### config.mk
export PLATFORM = sky130hd
export DESIGN_NAME = analog_quad_config_decode
export DESIGN_NICKNAME = d
export VERILOG_FILES = /design/src/logic/analog_quad_config_decode.v
export VERILOG_INCLUDE_DIRS = /design/src /design/src/logic
export SDC_FILE = /design/constraint.sdc
export NUM_CORES = 1
export LEC_CHECK = 0
export ABC_AREA = 1
export BUFFER_PORTS_ARGS = -buffer_cell sky130_fd_sc_hd__buf_2
export CAP_MARGIN = 20
export CORE_MARGIN = 2
export CORE_UTILIZATION = 53
export CTS_BUF_LIST = sky130_fd_sc_hd__clkbuf_16
export DETAILED_ROUTE_END_ITERATION = 10
export GPL_TIMING_DRIVEN = 0
export PLACE_DENSITY = 0.77
export SETUP_SLACK_MARGIN = 0.05
export SYNTH_ARGS = -nofsm -noshare
export SYNTH_HDL_FRONTEND = slang
export SYNTH_SLANG_ARGS = --single-unit
### constraint.sdc
create_clock -name clk_sys -period 3.1 [get_ports clk_sys]
set_input_delay 0.31 -clock clk_sys [delete_from_list [all_inputs] [get_ports clk_sys]]
set_output_delay 0.31 -clock clk_sys [all_outputs]
set_load 0.03 [all_outputs]
### src/logic/quad_cfg_defs.vh
`ifndef QUAD_CFG_DEFS_VH
`define QUAD_CFG_DEFS_VH

// byte addresses within one quad on the configuration port
`define QCFG_ADDR_VOLT 2'h0
`define QCFG_ADDR_CURR 2'h1
`define QCFG_ADDR_GATE 2'h2
`define QCFG_ADDR_TEMP 2'h3

// pad byte fields
`define QCFG_PRESC_LSB 0
`define QCFG_PRESC_MSB 2
`define QCFG_MUX_LSB 3
`define QCFG_MUX_MSB 4
`define QCFG_CMON_BIT 4
`define QCFG_DIRECT_BIT 5
`define QCFG_POL_BIT 6
`define QCFG_AMP_BIT 7

// gate driver byte fields
`define QCFG_TMON_BIT 0
`define QCFG_DRV_LSB 2
`define QCFG_DRV_MSB 3
`define QCFG_GPOL_BIT 6
`define QCFG_HIGH_BIT 7

// mux selector codes
`define QCFG_MUX_PRESC 2'h0
`define QCFG_MUX_DIRECT 2'h1
`define QCFG_MUX_MONITOR 2'h2

// reset values: highest range, prescaler path, switches off, amp down
`define QCFG_PAD_RST 8'h00
`define QCFG_GATE_RST 8'h00

`endif

### src/logic/analog_quad_config_decode.v
// Behaviour
// - mux field 00 prescaler, 01 direct, 10 monitor
// - pad bit 5 closes direct input switch
// - voltage and current pad bit 6 selects negative polarity
// - pad bit 7 powers prescaler amplifier
// - voltage byte bit 4 enables current monitor
// - gate bits 3:2 select 1/3/10/30 uA
// - gate bit 6 selects driver polarity
// - driver off unless on; bit 7 high drive
// - temp monitor on needs bit 0 and power
// - prescaler code doubles scaling, 0.15625 to 20
// - defaults after reset until configured
`include "quad_cfg_defs.vh"
`default_nettype none

module analog_quad_config_decode (
    input wire clk_sys,
    input wire rst,
    input wire cfg_wr,
    input wire [1:0] cfg_addr,
    input wire [7:0] cfg_wdata,
    output reg [7:0] cfg_rdata,
    input wire gate_driver_on,
    input wire temp_monitor_power_ctl,
    output reg [2:0] volt_presc_sel,
    output reg [2:0] curr_presc_sel,
    output reg [2:0] temp_presc_sel,
    output reg [2:0] volt_mux_sel,
    output reg [2:0] curr_mux_sel,
    output reg [2:0] temp_mux_sel,
    output reg [2:0] direct_sw,
    output reg [2:0] pol_negative,
    output reg [2:0] amp_enable,
    output reg curr_mon_sw,
    output reg temp_mux_invalid,
    output reg [3:0] gate_drive_onehot,
    output reg gate_pol_negative,
    output reg gate_low_drive_en,
    output reg gate_high_drive_en,
    output reg chip_temp_mon_en
);

// ----------------------------------------
// decode helpers
// ----------------------------------------
// one-hot mux: bit0 prescaler, bit1 direct, bit2 monitor; 11 gives none
function [2:0] mux_decode;
    input [1:0] code;
    begin
        case (code)
            `QCFG_MUX_PRESC: mux_decode = 3'h1;
            `QCFG_MUX_DIRECT: mux_decode = 3'h2;
            `QCFG_MUX_MONITOR: mux_decode = 3'h4;
            default: mux_decode = 3'h0;
        endcase
    end
endfunction

// temperature pad allows only codes 000 and 010 when feeding monitor
function presc_bad;
    input [7:0] b;
    begin
        presc_bad = (b[`QCFG_MUX_MSB:`QCFG_MUX_LSB] == `QCFG_MUX_MONITOR) &&
            (b[`QCFG_PRESC_MSB:`QCFG_PRESC_LSB] != 3'h0) &&
            (b[`QCFG_PRESC_MSB:`QCFG_PRESC_LSB] != 3'h2);
    end
endfunction

// ----------------------------------------
// field helpers
// ----------------------------------------
// prescaler code of a pad byte
function [2:0] presc_field;
    input [7:0] b;
    begin
        presc_field = b[`QCFG_PRESC_MSB:`QCFG_PRESC_LSB];
    end
endfunction

// input selector code of a pad byte
function [1:0] mux_field;
    input [7:0] b;
    begin
        mux_field = b[`QCFG_MUX_MSB:`QCFG_MUX_LSB];
    end
endfunction

// drive code to one-hot: bit0 1 uA up to bit3 30 uA
function [3:0] drive_decode;
    input [1:0] code;
    begin
        case (code)
            2'h0: drive_decode = 4'h1;
            2'h1: drive_decode = 4'h2;
            2'h2: drive_decode = 4'h4;
            2'h3: drive_decode = 4'h8;
            default: drive_decode = 4'h1;
        endcase
    end
endfunction

// driver enable for one drive mode; off whenever driver-on is low
function drive_enable;
    input on;
    input high_sel;
    input want_high;
    begin
        drive_enable = on & (high_sel == want_high);
    end
endfunction

// readback mux over the four stored bytes
function [7:0] byte_select;
    input [1:0] a;
    input [7:0] v;
    input [7:0] c;
    input [7:0] g;
    input [7:0] t;
    begin
        case (a)
            `QCFG_ADDR_VOLT: byte_select = v;
            `QCFG_ADDR_CURR: byte_select = c;
            `QCFG_ADDR_GATE: byte_select = g;
            default: byte_select = t;
        endcase
    end
endfunction

// ----------------------------------------
// configuration storage
// ----------------------------------------
reg [7:0] volt_q;
reg [7:0] curr_q;
reg [7:0] gate_q;
reg [7:0] temp_q;

reg [7:0] volt_d;
reg [7:0] curr_d;
reg [7:0] gate_d;
reg [7:0] temp_d;

// a write replaces one whole byte; the other three keep their value
always @* begin
    volt_d = volt_q;
    curr_d = curr_q;
    gate_d = gate_q;
    temp_d = temp_q;
    if (cfg_wr) begin
        case (cfg_addr)
            `QCFG_ADDR_VOLT: volt_d = cfg_wdata;
            `QCFG_ADDR_CURR: curr_d = cfg_wdata;
            `QCFG_ADDR_GATE: gate_d = cfg_wdata;
            default: temp_d = cfg_wdata;
        endcase
    end
end

always @(posedge clk_sys or posedge rst) begin
    if (rst) begin
        volt_q <= `QCFG_PAD_RST;
        curr_q <= `QCFG_PAD_RST;
        gate_q <= `QCFG_GATE_RST;
        temp_q <= `QCFG_PAD_RST;
    end else begin
        volt_q <= volt_d;
        curr_q <= curr_d;
        gate_q <= gate_d;
        temp_q <= temp_d;
    end
end

// ----------------------------------------
// registered decode
// ----------------------------------------
// decode is pure logic on the stored bytes, cfg_addr and the two control inputs; the flops below keep every
// output glitch free towards the analog switches
reg [7:0] rdata_d;
reg [2:0] volt_presc_d;
reg [2:0] curr_presc_d;
reg [2:0] temp_presc_d;
reg [2:0] volt_mux_d;
reg [2:0] curr_mux_d;
reg [2:0] temp_mux_d;
reg [2:0] direct_d;
reg [2:0] pol_d;
reg [2:0] amp_d;
reg cmon_d;
reg invalid_d;
reg [3:0] drive_d;
reg gpol_d;
reg low_d;
reg high_d;
reg tmon_d;

// ----------------------------------------
// readback
// ----------------------------------------
// read select needs no strobe; data shows one clock after the address
always @* begin
    rdata_d = byte_select(cfg_addr, volt_q, curr_q, gate_q, temp_q);
end

// ----------------------------------------
// voltage pad
// ----------------------------------------
// code passes through; analog ladder doubles per step
always @* begin
    volt_presc_d = presc_field(volt_q);
    volt_mux_d = mux_decode(mux_field(volt_q));
    cmon_d = volt_q[`QCFG_CMON_BIT];
end

// ----------------------------------------
// current pad
// ----------------------------------------
always @* begin
    curr_presc_d = presc_field(curr_q);
    curr_mux_d = mux_decode(mux_field(curr_q));
end

// ----------------------------------------
// temperature pad
// ----------------------------------------
// a bad range only raises a flag; the analog side still gets the code
always @* begin
    temp_presc_d = presc_field(temp_q);
    temp_mux_d = mux_decode(mux_field(temp_q));
    invalid_d = presc_bad(temp_q);
end

// ----------------------------------------
// switches shared by the three pads
// ----------------------------------------
// bit order of each vector: 0 voltage, 1 current, 2 temperature
always @* begin
    direct_d = {temp_q[`QCFG_DIRECT_BIT], curr_q[`QCFG_DIRECT_BIT],
        volt_q[`QCFG_DIRECT_BIT]};
    // temperature pad forced positive; a stray bit 6 is ignored
    pol_d = {1'b0, curr_q[`QCFG_POL_BIT], volt_q[`QCFG_POL_BIT]};
    amp_d = {temp_q[`QCFG_AMP_BIT], curr_q[`QCFG_AMP_BIT],
        volt_q[`QCFG_AMP_BIT]};
end

// ----------------------------------------
// gate driver
// ----------------------------------------
// enables follow the driver-on level with one clock of lag
always @* begin
    drive_d = drive_decode(gate_q[`QCFG_DRV_MSB:`QCFG_DRV_LSB]);
    gpol_d = gate_q[`QCFG_GPOL_BIT];
    low_d = drive_enable(gate_driver_on, gate_q[`QCFG_HIGH_BIT],
        1'b0);
    high_d = drive_enable(gate_driver_on, gate_q[`QCFG_HIGH_BIT],
        1'b1);
    // mixed levels on the two controls leave the monitor off
    tmon_d = gate_q[`QCFG_TMON_BIT] & temp_monitor_power_ctl;
end

// ----------------------------------------
// output registers
// ----------------------------------------
// outputs lag storage by one clock so every output leaves a flip-flop
always @(posedge clk_sys or posedge rst) begin
    if (rst) begin
        cfg_rdata <= 8'h00;
        volt_presc_sel <= 3'h0;
        curr_presc_sel <= 3'h0;
        temp_presc_sel <= 3'h0;
        volt_mux_sel <= 3'h1;
        curr_mux_sel <= 3'h1;
        temp_mux_sel <= 3'h1;
        direct_sw <= 3'h0;
        pol_negative <= 3'h0;
        amp_enable <= 3'h0;
        curr_mon_sw <= 1'b0;
        temp_mux_invalid <= 1'b0;
        gate_drive_onehot <= 4'h1;
        gate_pol_negative <= 1'b0;
        gate_low_drive_en <= 1'b0;
        gate_high_drive_en <= 1'b0;
        chip_temp_mon_en <= 1'b0;
    end else begin
        cfg_rdata <= rdata_d;
        volt_presc_sel <= volt_presc_d;
        curr_presc_sel <= curr_presc_d;
        temp_presc_sel <= temp_presc_d;
        volt_mux_sel <= volt_mux_d;
        curr_mux_sel <= curr_mux_d;
        temp_mux_sel <= temp_mux_d;
        direct_sw <= direct_d;
        pol_negative <= pol_d;
        amp_enable <= amp_d;
        curr_mon_sw <= cmon_d;
        temp_mux_invalid <= invalid_d;
        gate_drive_onehot <= drive_d;
        gate_pol_negative <= gpol_d;
        gate_low_drive_en <= low_d;
        gate_high_drive_en <= high_d;
        chip_temp_mon_en <= tmon_d;
    end
end

endmodule

`default_nettype wire

**After elaboration in Yosys (flattened, before gate mapping)**

Index checks and enable logic that the tools add are counted.

- Add/subtract/negate cells: 0
- Multipliers: 0
- Div/mod/pow operators: 0
- Magnitude comparators: 0
- Equality and inequality tests: 12
- Shifts and indexed selects: 0
- Multiplexer cells: 5
- Bitwise operators: 5
- Reduce and logical (&&, ||, !) cells: 13

Operators with widths:

| kind | count |
|---|---|
| 3-bit one-hot mux with 3 select lines | 3 |
| 8-bit one-hot mux with 3 select lines | 1 |
| 4-bit one-hot mux with 4 select lines | 1 |
| 2-bit equality test (second input constant) | 6 |
| 2-bit by 1-bit equality test with 1-bit output (second input constant) | 5 |
| 2-bit zero test | 5 |
| 2-bit AND reduction | 4 |
| 1-bit bitwise AND | 3 |
| 3-bit by 2-bit inequality test with 1-bit output (second input constant) | 1 |
| 3-bit nonzero test | 1 |
| 3-bit OR reduction | 1 |
| 1-bit logical AND | 2 |
| 1-bit NOT | 2 |

- Register bits after elaboration: 76
- Bits in latches: 0
- Bits in writable memories: 0
- Memory bits (read-only): 0
- Output and inout port bits: 45
- Memories: 0

**Longest topological paths before layout**

Gate-level depths: netlist of the first run.

- Depth after elaboration: 4
- Mapped depth: 6

**Least setup slack after synthesis of the first run**

Ideal clock, no wire load.

- Path kind: input to register
- Start point: input cfg_addr[1]
- End point: register volt_q[0] (netlist: byte_select.v[0])
- Setup time: 120 ps
- Data arrival time: 924 ps
- Data required time: 2980 ps
- Slack: 2056 ps
- Cell stages on the path: 6
- Buffers on the path: 2
- Cell sequence: buf_6 > nor2_8 > nand2_4 > buf_6 > nand2_1 > o21ai_2

- Cells in the longest elaborated chain, start to end: 2

Ends and longest elaborated chain:

| what | line | RTL |
|---|---|---|
| from (decl) | analog_quad_config_decode.v:20 | `input wire [1:0] cfg_addr,` |
| 2-bit zero test | analog_quad_config_decode.v:149 | `case (cfg_addr)` |
| 2-bit AND reduction (no line) | n/a |  |
| to (signal assigned) | analog_quad_config_decode.v:160 | `` volt_q <= `QCFG_PAD_RST; `` |
| to (signal assigned) | analog_quad_config_decode.v:165 | `volt_q <= volt_d;` |
| to (decl) | analog_quad_config_decode.v:132 | `reg [7:0] volt_q;` |

No other way between the ends.
A chain may end at the register's enable or synchronous reset.

**Worst setup path after layout of the first run**

- Start point: register volt_mux_sel[0]
- End point: output volt_mux_sel[0]

RTL lines:

| what | line | RTL |
|---|---|---|
| from (decl) | analog_quad_config_decode.v:28 | `output reg [2:0] volt_mux_sel,` |
| from (signal assigned) | analog_quad_config_decode.v:287 | `volt_mux_sel <= volt_mux_d;` |

No word-level cell between the ends.

==> impl_metrics.csv, run 1 <==
group,metric,value,unit
logic_synthesis,ys.warnings.count,0,
timing,min_period_over_period,0.4305,
timing,setup_tns,0,ns
placement,dp_hpwl,3.333,mm
clock_network,cts_resized,0,
timing,finalSetupViolCount,0,
worst_setup_path,critical-path-max-stage-delay,0.51,ns
global_route,grt_usage,0.2000,
power_and_ir_drop,p_clk_frac,0.400,
power_and_ir_drop,seqPwrFrac,0.429,
logic_synthesis,ys_types,18,
power_and_ir_drop,internal_power,2.074,mW
finish,drive_gt1_frac,0.3355,
power_and_ir_drop,pwr_density_cell,833.1,nW/µm²
finish,utilization,0.6834,
die,chipHeight,76.12,µm
clock_network,cts.sinks,76,
worst_setup_path,rr_worst_depth,2,
worst_setup_path,critPathCaptureType,"primary output",
global_route,gr-total-overflow,0,
timing,drv_slew,0,
route,via_count,1911,
clock_network,h-tree-depth,3,
worst_setup_path,cp_data_arrival_time,1.02,ns
route,drt-vias-per-instance,5.029,
timing,fin_skew,0.006467,ns
logic_synthesis,synth_fa_ha_area_frac,0,
power_and_ir_drop,combPwrFrac,0.170,
power_and_ir_drop,leakage,1.814,nW
route,postRouteAntennaNets,0,
worst_setup_path,cp_top_family,"flip-flops",
finish,syn_to_final_growth,25.83,%
clock_network,worstSkewPairLatency,0.33,ns
worst_setup_path,crit_buf_inv,1,
placement,gp_congestion,0.8366,
route,drt_wl_total,5.526,mm
logic_synthesis,synth-simple-area-share,0.1729,
timing,rsz0062_at_grt,"no",
finish,num_antenna_cells,0,
min_path,hold_class,"input pin to asynchronous set/reset pin",
die,start_util,0.5431,
finish,mostFrequentLayoutCell,"dfrtp_1",
timing,slew_headroom,0.4280,
route,firstDrtPassIters,4,
clock_network,cts_tree,"built",
worst_setup_path,crit_fanout,1,
global_route,grt_pass1_vias,1885,
timing,tightest_slew,0.8581,ns
worst_setup_path,path_class,"register to primary output",
route,drtIter0Drc,159,
logic_synthesis,synth_top_family_by_area,"simple AND/OR/NAND/NOR gates",
placement,io_buffers,58,
clock_network,clk_pin_slew,0.06,ns
logic_synthesis,postSynthAreaPerCell,11.68,µm²
die,io_pins,60,
die,row_count,26,
worst_setup_path,ff2ff_setup_slack,2.32,ns
power_and_ir_drop,p_sw,0.8156,mW
logic_synthesis,synth_area,2756,µm²
power_and_ir_drop,swShare,0.2823,
logic_synthesis,synth_cells,236,
die,dieWidth,76.12,µm
worst_setup_path,crit_required,2.79,ns
route,drc_errors,0,
logic_synthesis,syn_nets,251,
placement,place_area,3137,µm²
power_and_ir_drop,irDropWorstVdd,0.4806,mV
run,maxCapViolCount,0,
timing,report.final.hold_viol_count,0,
clock_network,cts_root_buf,"clkbuf_16",
finish,nFillCells,388,
finish,layout_common_cells,"dfrtp_1, buf_2, nand2_1",
clock_network,max-clock-path-buffers,2,
logic_synthesis,ys_seq_area_frac,0.6918,
route,routedWlPerCell,14.54,µm
timing,clock.fmax,749.4,MHz
finish,fin_area,3468,µm²
timing,finalCriticalPeriod,1.334,ns
worst_setup_path,worst_path_max_delay_cell,"dfstp_2",
run_status,status,"complete, no violations",
clock_network,holdBufCountCts,0,
worst_setup_path,cp_num_cells,1,
worst_setup_path,crit_chain,"buf_2",
global_route,antenna_found_initial,0,
global_route,grt_pass1_wl,8.804,mm
logic_synthesis,ys_ff_latch,76,
die,core-area,5075,µm²
finish,final_nets,320,
global_route,grt_max_degree,77,
clock_network,cts_setup_buffers,0,
clock_network,numCtsBuffers,9,
logic_synthesis,synth_xor_area_frac,0,
worst_setup_path,start_kind,"register",
logic_synthesis,synth-compound-area-share,0.07172,
die,dieArea,5793,µm²
logic_synthesis,synth_mux_area_frac,0,
power by group through the flow:
stage          sequential (mW)  clock [mW]  combinational [mW]
2_1_floorplan             1.44           0               0.157
3_3_place_gp              1.26           0               0.482
3_5_place_dp              1.25           0               0.492
4_1_cts                   1.24        1.16               0.496
5_1_grt                   1.26        1.21               0.530
6_report                  1.24        1.16               0.492
synthesized netlist by cell type, drive strengths merged:
cell type | count | share of area
conb | 1 | 0.0014
nor2 | 15 | 0.026
dfstp | 4 | 0.038
inv | 23 | 0.031
o21ai | 32 | 0.072
nand3 | 27 | 0.063
nand2 | 45 | 0.066
buf | 9 | 0.031
dfrtp | 72 | 0.65
nand4 | 8 | 0.018
worst reg2reg max path: cells and delay by family, from the launching register on:
family           cells  cell delay, ns
DFF                  1            0.44
and+or+nand+nor      2            0.21
through the flow:
stage / hold WS, ns / cells / setup WS, ns / power [mW]
CTS: 0.1707 / 380 / 1.768 / 2.894
floorplan: 0.3744 / 236 / 0.8583 / 1.595
finish: 0.1616 / 380 / 1.766 / 2.889
global route: 0.1774 / 380 / 1.748 / 2.999
detailed placement: 0.3877 / 364 / 1.771 / 1.747
global placement: 0.3812 / 364 / 0.1405 / 1.737
sequential cells by signal, summed over array words and instances (netlist names), 2 cells and up:
signal,cells
volt_presc_sel,3
amp_enable,3
byte_select.c,8
gate_drive_onehot,4
curr_mux_sel,3
direct_sw,3
pol_negative,2
byte_select.t,8
curr_presc_sel,3
byte_select.v,8
cfg_rdata,8
temp_presc_sel,3
byte_select.g,8
temp_mux_sel,3
volt_mux_sel,3
logic make-up (layout without fill, tap and decap cells):
group	Yosys count	count (layout)
flops	76	76
simple gates	95	95
other cells	1	1
buf+inv	32	106
compound gates	32	32
final timing paths:
path,startpoint,endpoint
hold reg to reg,byte_select.v[7]$_DFFE_PP0P_,amp_enable[0]$_DFF_PP0_
min in group clk_sys,temp_monitor_power_ctl,chip_temp_mon_en$_DFF_PP0_
setup reg to reg,byte_select.c[3]$_DFFE_PP0P_,cfg_rdata[3]$_DFF_PP0_
max in group asynchronous,rst,temp_presc_sel[1]$_DFF_PP0_
hold / removal,rst,temp_mux_sel[2]$_DFF_PP0_
setup / recovery,volt_mux_sel[0]$_DFF_PP1_,volt_mux_sel[0]
per-layer routing:
layer,GRT usage,part of all wire,up-vias
li1,-,-,909
met1,0.2574,0.41,917
met2,0.3161,0.50,76
met3,0.04147,0.064,9
met4,0.1200,0.019,0
met5,0,0,-
cell type report:
cell class,count,area (µm²),share of cell area
plain buffers,9,85.08,0.02453
clock buffers,9,225.2,0.06493
clock inverters,7,106.4,0.03066
inverters,23,88.84,0.02561
multi-input cells,128,678.2,0.1955
flip-flops and latches,76,1907,0.5498
well taps,70,87.58,0.02525
repair buffers,58,290.3,0.08369
Power figures use the tool's default switching activity.
==> run 2, diff against run 1 <==
--- a/config.mk
+++ b/config.mk
@@ -6,15 +6,15 @@
 export SDC_FILE = /design/constraint.sdc
 export NUM_CORES = 1
 export LEC_CHECK = 0
-export ABC_AREA = 1
+export ABC_AREA = 0
 export BUFFER_PORTS_ARGS = -buffer_cell sky130_fd_sc_hd__buf_2
 export CAP_MARGIN = 20
 export CORE_MARGIN = 2
-export CORE_UTILIZATION = 53
+export CORE_UTILIZATION = 47
 export CTS_BUF_LIST = sky130_fd_sc_hd__clkbuf_16
 export DETAILED_ROUTE_END_ITERATION = 10
 export GPL_TIMING_DRIVEN = 0
-export PLACE_DENSITY = 0.77
+export PLACE_DENSITY = 0.73
 export SETUP_SLACK_MARGIN = 0.05
 export SYNTH_ARGS = -nofsm -noshare
 export SYNTH_HDL_FRONTEND = slang
==> constraint.sdc (replaced) <==
create_clock -name clk_sys -period 1.2 [get_ports clk_sys]
set_input_delay 0.12 -clock clk_sys [delete_from_list [all_inputs] [get_ports clk_sys]]
set_output_delay 0.12 -clock clk_sys [all_outputs]
set_load 0.03 [all_outputs]
==> impl_metrics.csv, run 2 <==
group,metric,value,unit
route,drc_errors,0,
die,row_count,27,
clock_network,cts_setup_buffers,0,
logic_synthesis,synth_common_cells,"dfrtp_1, mux2_2, nor2b_1",
placement,gp_congestion,0.7144,
power_and_ir_drop,leakage,1.574,nW
finish,layout_common_cells,"dfrtp_1, buf_2, mux2_2",
worst_setup_path,worst_path_max_delay_cell,"dfstp_2",
finish,mostFrequentLayoutCell,"dfrtp_1",
clock_network,worstSkewPairLatency,0.32,ns
power_and_ir_drop,total_power,7.034,mW
global_route,grt_pass1_vias,1471,
power_and_ir_drop,pwr_density_cell,2129,nW/µm²
worst_setup_path,r2r_end,"cfg_rdata[3]$_DFF_PP0_",
logic_synthesis,yosysTopAreaCell,"dfrtp_1",
power_and_ir_drop,combPwrFrac,0.205,
worst_setup_path,cp_top_family,"flip-flops",
worst_setup_path,critical-path-max-stage-delay,0.51,ns
clock_network,cts_root_buf,"clkbuf_16",
worst_setup_path,crit_fanout,1,
clock_network,h-tree-depth,3,
finish,num_antenna_cells,0,
power_and_ir_drop,seqPwrFrac,0.472,
logic_synthesis,ys_seq_area_frac,0.7230,
die,dieWidth,78.91,µm
global_route,grt_usage,0.1629,
timing,tightest_slew,0.7044,ns
power_and_ir_drop,p_clk_frac,0.323,
worst_setup_path,crit_required,1.08,ns
clock_network,cts.sinks,76,
route,via_count,1405,
global_route,antenna_found_initial,0,
worst_setup_path,ff2ff_setup_slack,0.13,ns
worst_setup_path,path_class,"register to primary output",
run_status,status,"finished, violations left",
logic_synthesis,dominantRegCellSynth,"dfrtp_1",
route,drt_wl_total,4.452,mm
logic_synthesis,ys_ff_latch,76,
route,firstDrtPassIters,4,
logic_synthesis,ys_types,16,
timing,rsz0062_at_grt,"no",
power_and_ir_drop,swShare,0.2941,
clock_network,clk_pin_slew,0.05,ns
route,drtIter0Drc,51,
placement,dp_hpwl,2.958,mm
worst_setup_path,cp_data_arrival_time,1.01,ns
logic_synthesis,synth_edf_count,0,
logic_synthesis,syn_nets,157,
clock_network,numCtsBuffers,9,
run,maxCapViolCount,0,
placement,placed_cells,273,
timing,report.final.hold_viol_count,32,
route,routedWlPerCell,15.40,µm
logic_synthesis,ys.warnings.count,0,
worst_setup_path,crit_buf_inv,1,
logic_synthesis,ys_async_sr_fraction,1.000,
timing,clock.fmax,885.0,MHz
finish,syn_to_final_growth,25.24,%
timing,finalCriticalPeriod,1.130,ns
timing,drv_slew,0,
finish,final_nets,227,
finish,seqCellArea,1907,µm²
finish,stdcell_count,289,
die,dieArea,6227,µm²
clock_network,cts_tree,"built",
placement,io_buffers,58,
die,core-area,5473,µm²
worst_setup_path,reg2reg_from,"byte_select.g[3]$_DFFE_PP0P_",
logic_synthesis,synth_top_area_share,0.6831,
timing,fin_skew,0.003048,ns
clock_network,max-clock-path-buffers,2,
power_and_ir_drop,p_sw,2.068,mW
route,drt-vias-per-instance,4.862,
route,postRouteAntennaNets,0,
finish,utilization,0.6036,
timing,finalSetupViolCount,0,
global_route,gr-total-overflow,0,
timing,min_period_over_period,0.9417,
worst_setup_path,start_kind,"register",
finish,multiInputGateArea,700.7,µm²
logic_synthesis,synth_cells,142,
run_status,violations,"negative hold slack",
die,start_util,0.4819,
power_and_ir_drop,internal_power,4.965,mW
logic_synthesis,postSynthAreaPerCell,18.57,µm²
timing,slew_headroom,0.5294,
global_route,grt_pass1_wl,7.396,mm
finish,drive_gt1_frac,0.5530,
finish,nFillCells,442,
die,chipHeight,78.91,µm
worst_setup_path,critPathCaptureType,"primary output",
die,io_pins,60,
power_and_ir_drop,irDropWorstVdd,1.289,mV
logic_synthesis,synth_area,2638,µm²
logic_synthesis,netlist_top_cells_area,"dfrtp_1, mux2_2, mux4_2",
timing,timing.hold.ws,-0.09266,ns
worst_setup_path,crit_chain,"buf_2",
logic_synthesis,synth_most_common_cell,"dfrtp_1",
min_path,hold_class,"input pin to asynchronous set/reset pin",
worst_setup_path,rr_worst_depth,1,
global_route,grt_max_degree,45,
-- run 2: layout make-up --
| type | instances | area share |
|---|---|---|
| repair buffers | 59 | 0.09621 |
| clock inverters | 7 | 0.008712 |
| flip-flops and latches | 76 | 0.5773 |
| multi-input cells | 62 | 0.2121 |
| plain buffers | 3 | 0.007955 |
| inverters | 1 | 0.002273 |
| clock buffers | 9 | 0.06818 |
| well taps | 72 | 0.02727 |
-- run 2: kinds of logic (layout without fill, tap and decap cells) --
kind of cell	Yosys count	after routing	synth area share
DFF	76	76	0.7230
muxes	40	40	0.2078
and+or+nand+nor	20	20	0.05360
buffers and inverters	4	79	0.01138
other	1	1	0.001422
AOI/OAI and AO/OA	1	1	0.002847
-- run 2: stage by stage --
| step | worst slack, ns | setup TNS [ns] | cell area, µm² |
|---|---|---|---|
| 2_1_floorplan | 0.1994 | 0 | 2641 |
| 3_3_place_gp | -0.2585 | -19.45 | 3022 |
| 3_5_place_dp | -0.1064 | -1.232 | 3042 |
| 4_1_cts | 0.05880 | 0 | 3298 |
| 5_1_grt | 0.05028 | 0 | 3303 |
| 6_report | 0.07001 | 0 | 3303 |
-- run 2: repair_timing --
item / CTS / global route
endpoints found under the hold margin: 32 / 32
resized for setup: 1 / 3
pin swaps: 0 / 0
gates cloned: 0 / 0
setup endpoints to repair: 1 / 2
-- run 2: worst max path at each step --
stage	slack, ns	from	end	cells after the start
floorplan	0.20	byte_select.c[3]$_DFFE_PP0P_	cfg_rdata[3]$_DFF_PP0_	1
global placement	-0.26	rst	byte_select.c[1]$_DFFE_PP0P_	2
detailed placement	-0.11	cfg_wr	byte_select.v[1]$_DFFE_PP0P_	3
CTS	0.06	volt_mux_sel[0]$_DFF_PP1_	volt_mux_sel[0]	1
global route	0.05	gate_drive_onehot[0]$_DFF_PP1_	gate_drive_onehot[0]	1
finish	0.07	gate_drive_onehot[0]$_DFF_PP1_	gate_drive_onehot[0]	1
-- run 2: per-layer routing --
metal | vias to the layer above | part of all wire | wire length (µm) | track usage
met5 | - | 0 | 0 | 0
met4 | 0 | 0.022 | 96 | 0.08276
met3 | 11 | 0.057 | 255 | 0.04091
met2 | 45 | 0.49 | 2180 | 0.2615
met1 | 715 | 0.43 | 1920 | 0.2072
li1 | 634 | - | - | -
-- run 2: power by group through the flow --
stage               registers (mW)  logic [mW]  clock network, mW
finish                        3.32        1.45               2.27
global route                  3.39        1.54               2.45
CTS                           3.33        1.46               2.31
detailed placement            3.37        1.45                  0
global placement              3.35        1.42                  0
floorplan                     3.92       0.431                  0
==> run 3, diff against run 2 <==
--- a/config.mk
+++ b/config.mk
@@ -7,6 +7,7 @@
 export NUM_CORES = 1
 export LEC_CHECK = 0
 export ABC_AREA = 0
+export ABC_CLOCK_PERIOD_IN_PS = 1200
 export BUFFER_PORTS_ARGS = -buffer_cell sky130_fd_sc_hd__buf_2
 export CAP_MARGIN = 20
 export CORE_MARGIN = 2
@@ -14,7 +15,7 @@
 export CTS_BUF_LIST = sky130_fd_sc_hd__clkbuf_16
 export DETAILED_ROUTE_END_ITERATION = 10
 export GPL_TIMING_DRIVEN = 0
-export PLACE_DENSITY = 0.73
+export PLACE_DENSITY = 0.74
 export SETUP_SLACK_MARGIN = 0.05
 export SYNTH_ARGS = -nofsm -noshare
 export SYNTH_HDL_FRONTEND = slang
==> impl_metrics.csv, run 3 (synthesized netlist as in run 2, its figures left out) <==
group,metric,value,unit
clock_network,cts.sinks,76,
min_path,hold_class,"input pin to asynchronous set/reset pin",
finish,multiInputGateArea,700.7,µm²
run_status,violations,"negative hold slack",
worst_setup_path,crit_buf_inv,1,
finish,num_antenna_cells,0,
timing,rsz0062_at_grt,"no",
worst_setup_path,rr_worst_depth,1,
die,core-area,5473,µm²
finish,nFillCells,433,
finish,seqCellArea,1907,µm²
route,firstDrtPassIters,4,
route,drt_wl_total,4.371,mm
die,chipHeight,78.91,µm
clock_network,cts_root_buf,"clkbuf_16",
finish,final_nets,227,
die,row_count,27,
worst_setup_path,crit_required,1.08,ns
placement,gp_congestion,0.6888,
finish,mostFrequentLayoutCell,"dfrtp_1",
clock_network,worstSkewPairLatency,0.32,ns
global_route,antenna_found_initial,0,
route,drc_errors,0,
power_and_ir_drop,irDropWorstVdd,0.9585,mV
die,start_util,0.4819,
timing,slew_headroom,0.4767,
worst_setup_path,critical-path-max-stage-delay,0.52,ns
timing,min_period_over_period,0.9242,
timing,tightest_slew,0.7832,ns
clock_network,numCtsBuffers,9,
timing,fin_skew,0.003949,ns
power_and_ir_drop,pwr_density_cell,2193,nW/µm²
worst_setup_path,crit_fanout,1,
timing,finalCriticalPeriod,1.109,ns
die,dieArea,6227,µm²
die,io_pins,60,
run_status,status,"finished, violations left",
worst_setup_path,crit_chain,"buf_4",
route,drt-vias-per-instance,4.796,
route,postRouteAntennaNets,0,
placement,io_buffers,58,
route,routedWlPerCell,15.12,µm
timing,drv_slew,0,
timing,report.final.hold_viol_count,33,
global_route,gr-total-overflow,0,
route,drtIter0Drc,53,
worst_setup_path,worst_path_max_delay_cell,"dfstp_2",
finish,syn_to_final_growth,26.80,%
placement,place_area,3042,µm²
worst_setup_path,r2r_end,"cfg_rdata[3]$_DFF_PP0_",
worst_setup_path,path_class,"register to primary output",
worst_setup_path,ff2ff_setup_slack,0.15,ns
finish,layout_common_cells,"dfrtp_1, buf_2, mux2_2",
worst_setup_path,cp_data_arrival_time,0.99,ns
timing,timing.hold.ws,-0.06115,ns
global_route,grt_pass1_vias,1431,
clock_network,cts_tree,"built",
worst_setup_path,critPathCaptureType,"primary output",
clock_network,clk_pin_slew,0.06,ns
timing,clock.fmax,901.7,MHz
power_and_ir_drop,leakage,1.574,nW
finish,drive_gt1_frac,0.5760,
timing,setup_tns,0,ns
clock_network,max-clock-path-buffers,2,
worst_setup_path,start_kind,"register",
global_route,grt_max_degree,40,
global_route,grt_usage,0.1568,
run,maxCapViolCount,0,
die,dieWidth,78.91,µm
timing,finalSetupViolCount,0,
worst_setup_path,reg2reg_from,"byte_select.c[3]$_DFFE_PP0P_",
worst_setup_path,cp_top_family,"flip-flops",
finish,fin_area,3344,µm²
global_route,grt_pass1_wl,7.155,mm
worst_setup_path,cp_num_cells,1,
route,via_count,1386,
placement,dp_hpwl,2.882,mm
clock_network,h-tree-depth,3,
## run 3: cell count changes in the layout (fill, tap and decap cells not counted)
cell	previous run	this run
clkinv_2	2	3
clkbuf_4	1	0
clkinv_1	2	0
buf_4	4	6
clkinvlp_4	1	4
inv_1	3	0
bufinv_16	0	1
buf_2	55	54
## run 3: cell type report
type	instances	area share
Buffer	3	0.007856
Clock buffer	9	0.06734
Clock inverter	7	0.02020
Inverter	1	0.002245
Multi-Input combinational cell	62	0.2095
Sequential cell	76	0.5701
Tap cell	72	0.02694
Timing Repair Buffer	59	0.09577
## run 3: power breakdown
group	internal (mW)	leakage (nW)	switching [mW]	total, mW
Sequential	3.07	0.908	0.240	3.31
Clock	1.59	0.137	0.977	2.57
Combinational	0.543	0.529	0.906	1.45
Total	5.21	1.57	2.12	7.34
## run 3: timing repair
item,CTS,global route
setup buffers,0,0
endpoints found under the hold margin,33,0
setup endpoints to repair,2,2
gates resized for setup,2,4
cloned,0,0
## run 3: stage by stage
step | setup WS, ns | power (mW) | instances | utilization
2_1_floorplan | 0.1994 | 4.348 | 142 | -
3_3_place_gp | -0.2462 | 4.766 | 272 | 0.5521
3_5_place_dp | -0.1230 | 4.811 | 273 | 0.5558
4_1_cts | 0.05291 | 7.410 | 289 | 0.6102
5_1_grt | 0.06200 | 7.682 | 289 | 0.6111
6_report | 0.09096 | 7.335 | 289 | 0.6111
## run 3: how the worst max path moves through the flow
stage | start | end | slack, ns
floorplan | byte_select.c[3]$_DFFE_PP0P_ | cfg_rdata[3]$_DFF_PP0_ | 0.20
global placement | rst | byte_select.c[1]$_DFFE_PP0P_ | -0.25
detailed placement | cfg_wr | byte_select.v[6]$_DFFE_PP0P_ | -0.12
CTS | temp_mux_sel[0]$_DFF_PP1_ | temp_mux_sel[0] | 0.05
global route | curr_mux_sel[0]$_DFF_PP1_ | curr_mux_sel[0] | 0.06
finish | curr_mux_sel[0]$_DFF_PP1_ | curr_mux_sel[0] | 0.09
## run 3: metal layers
metal  vias up  part of all wire  wire (µm)  track usage
li1        631                 -          -            -
met3         8             0.054        234      0.03750
met1       702              0.45       1952       0.2101
met4         0             0.016         68      0.08621
met2        45              0.48       2116       0.2385
met5         -                 0          0            0
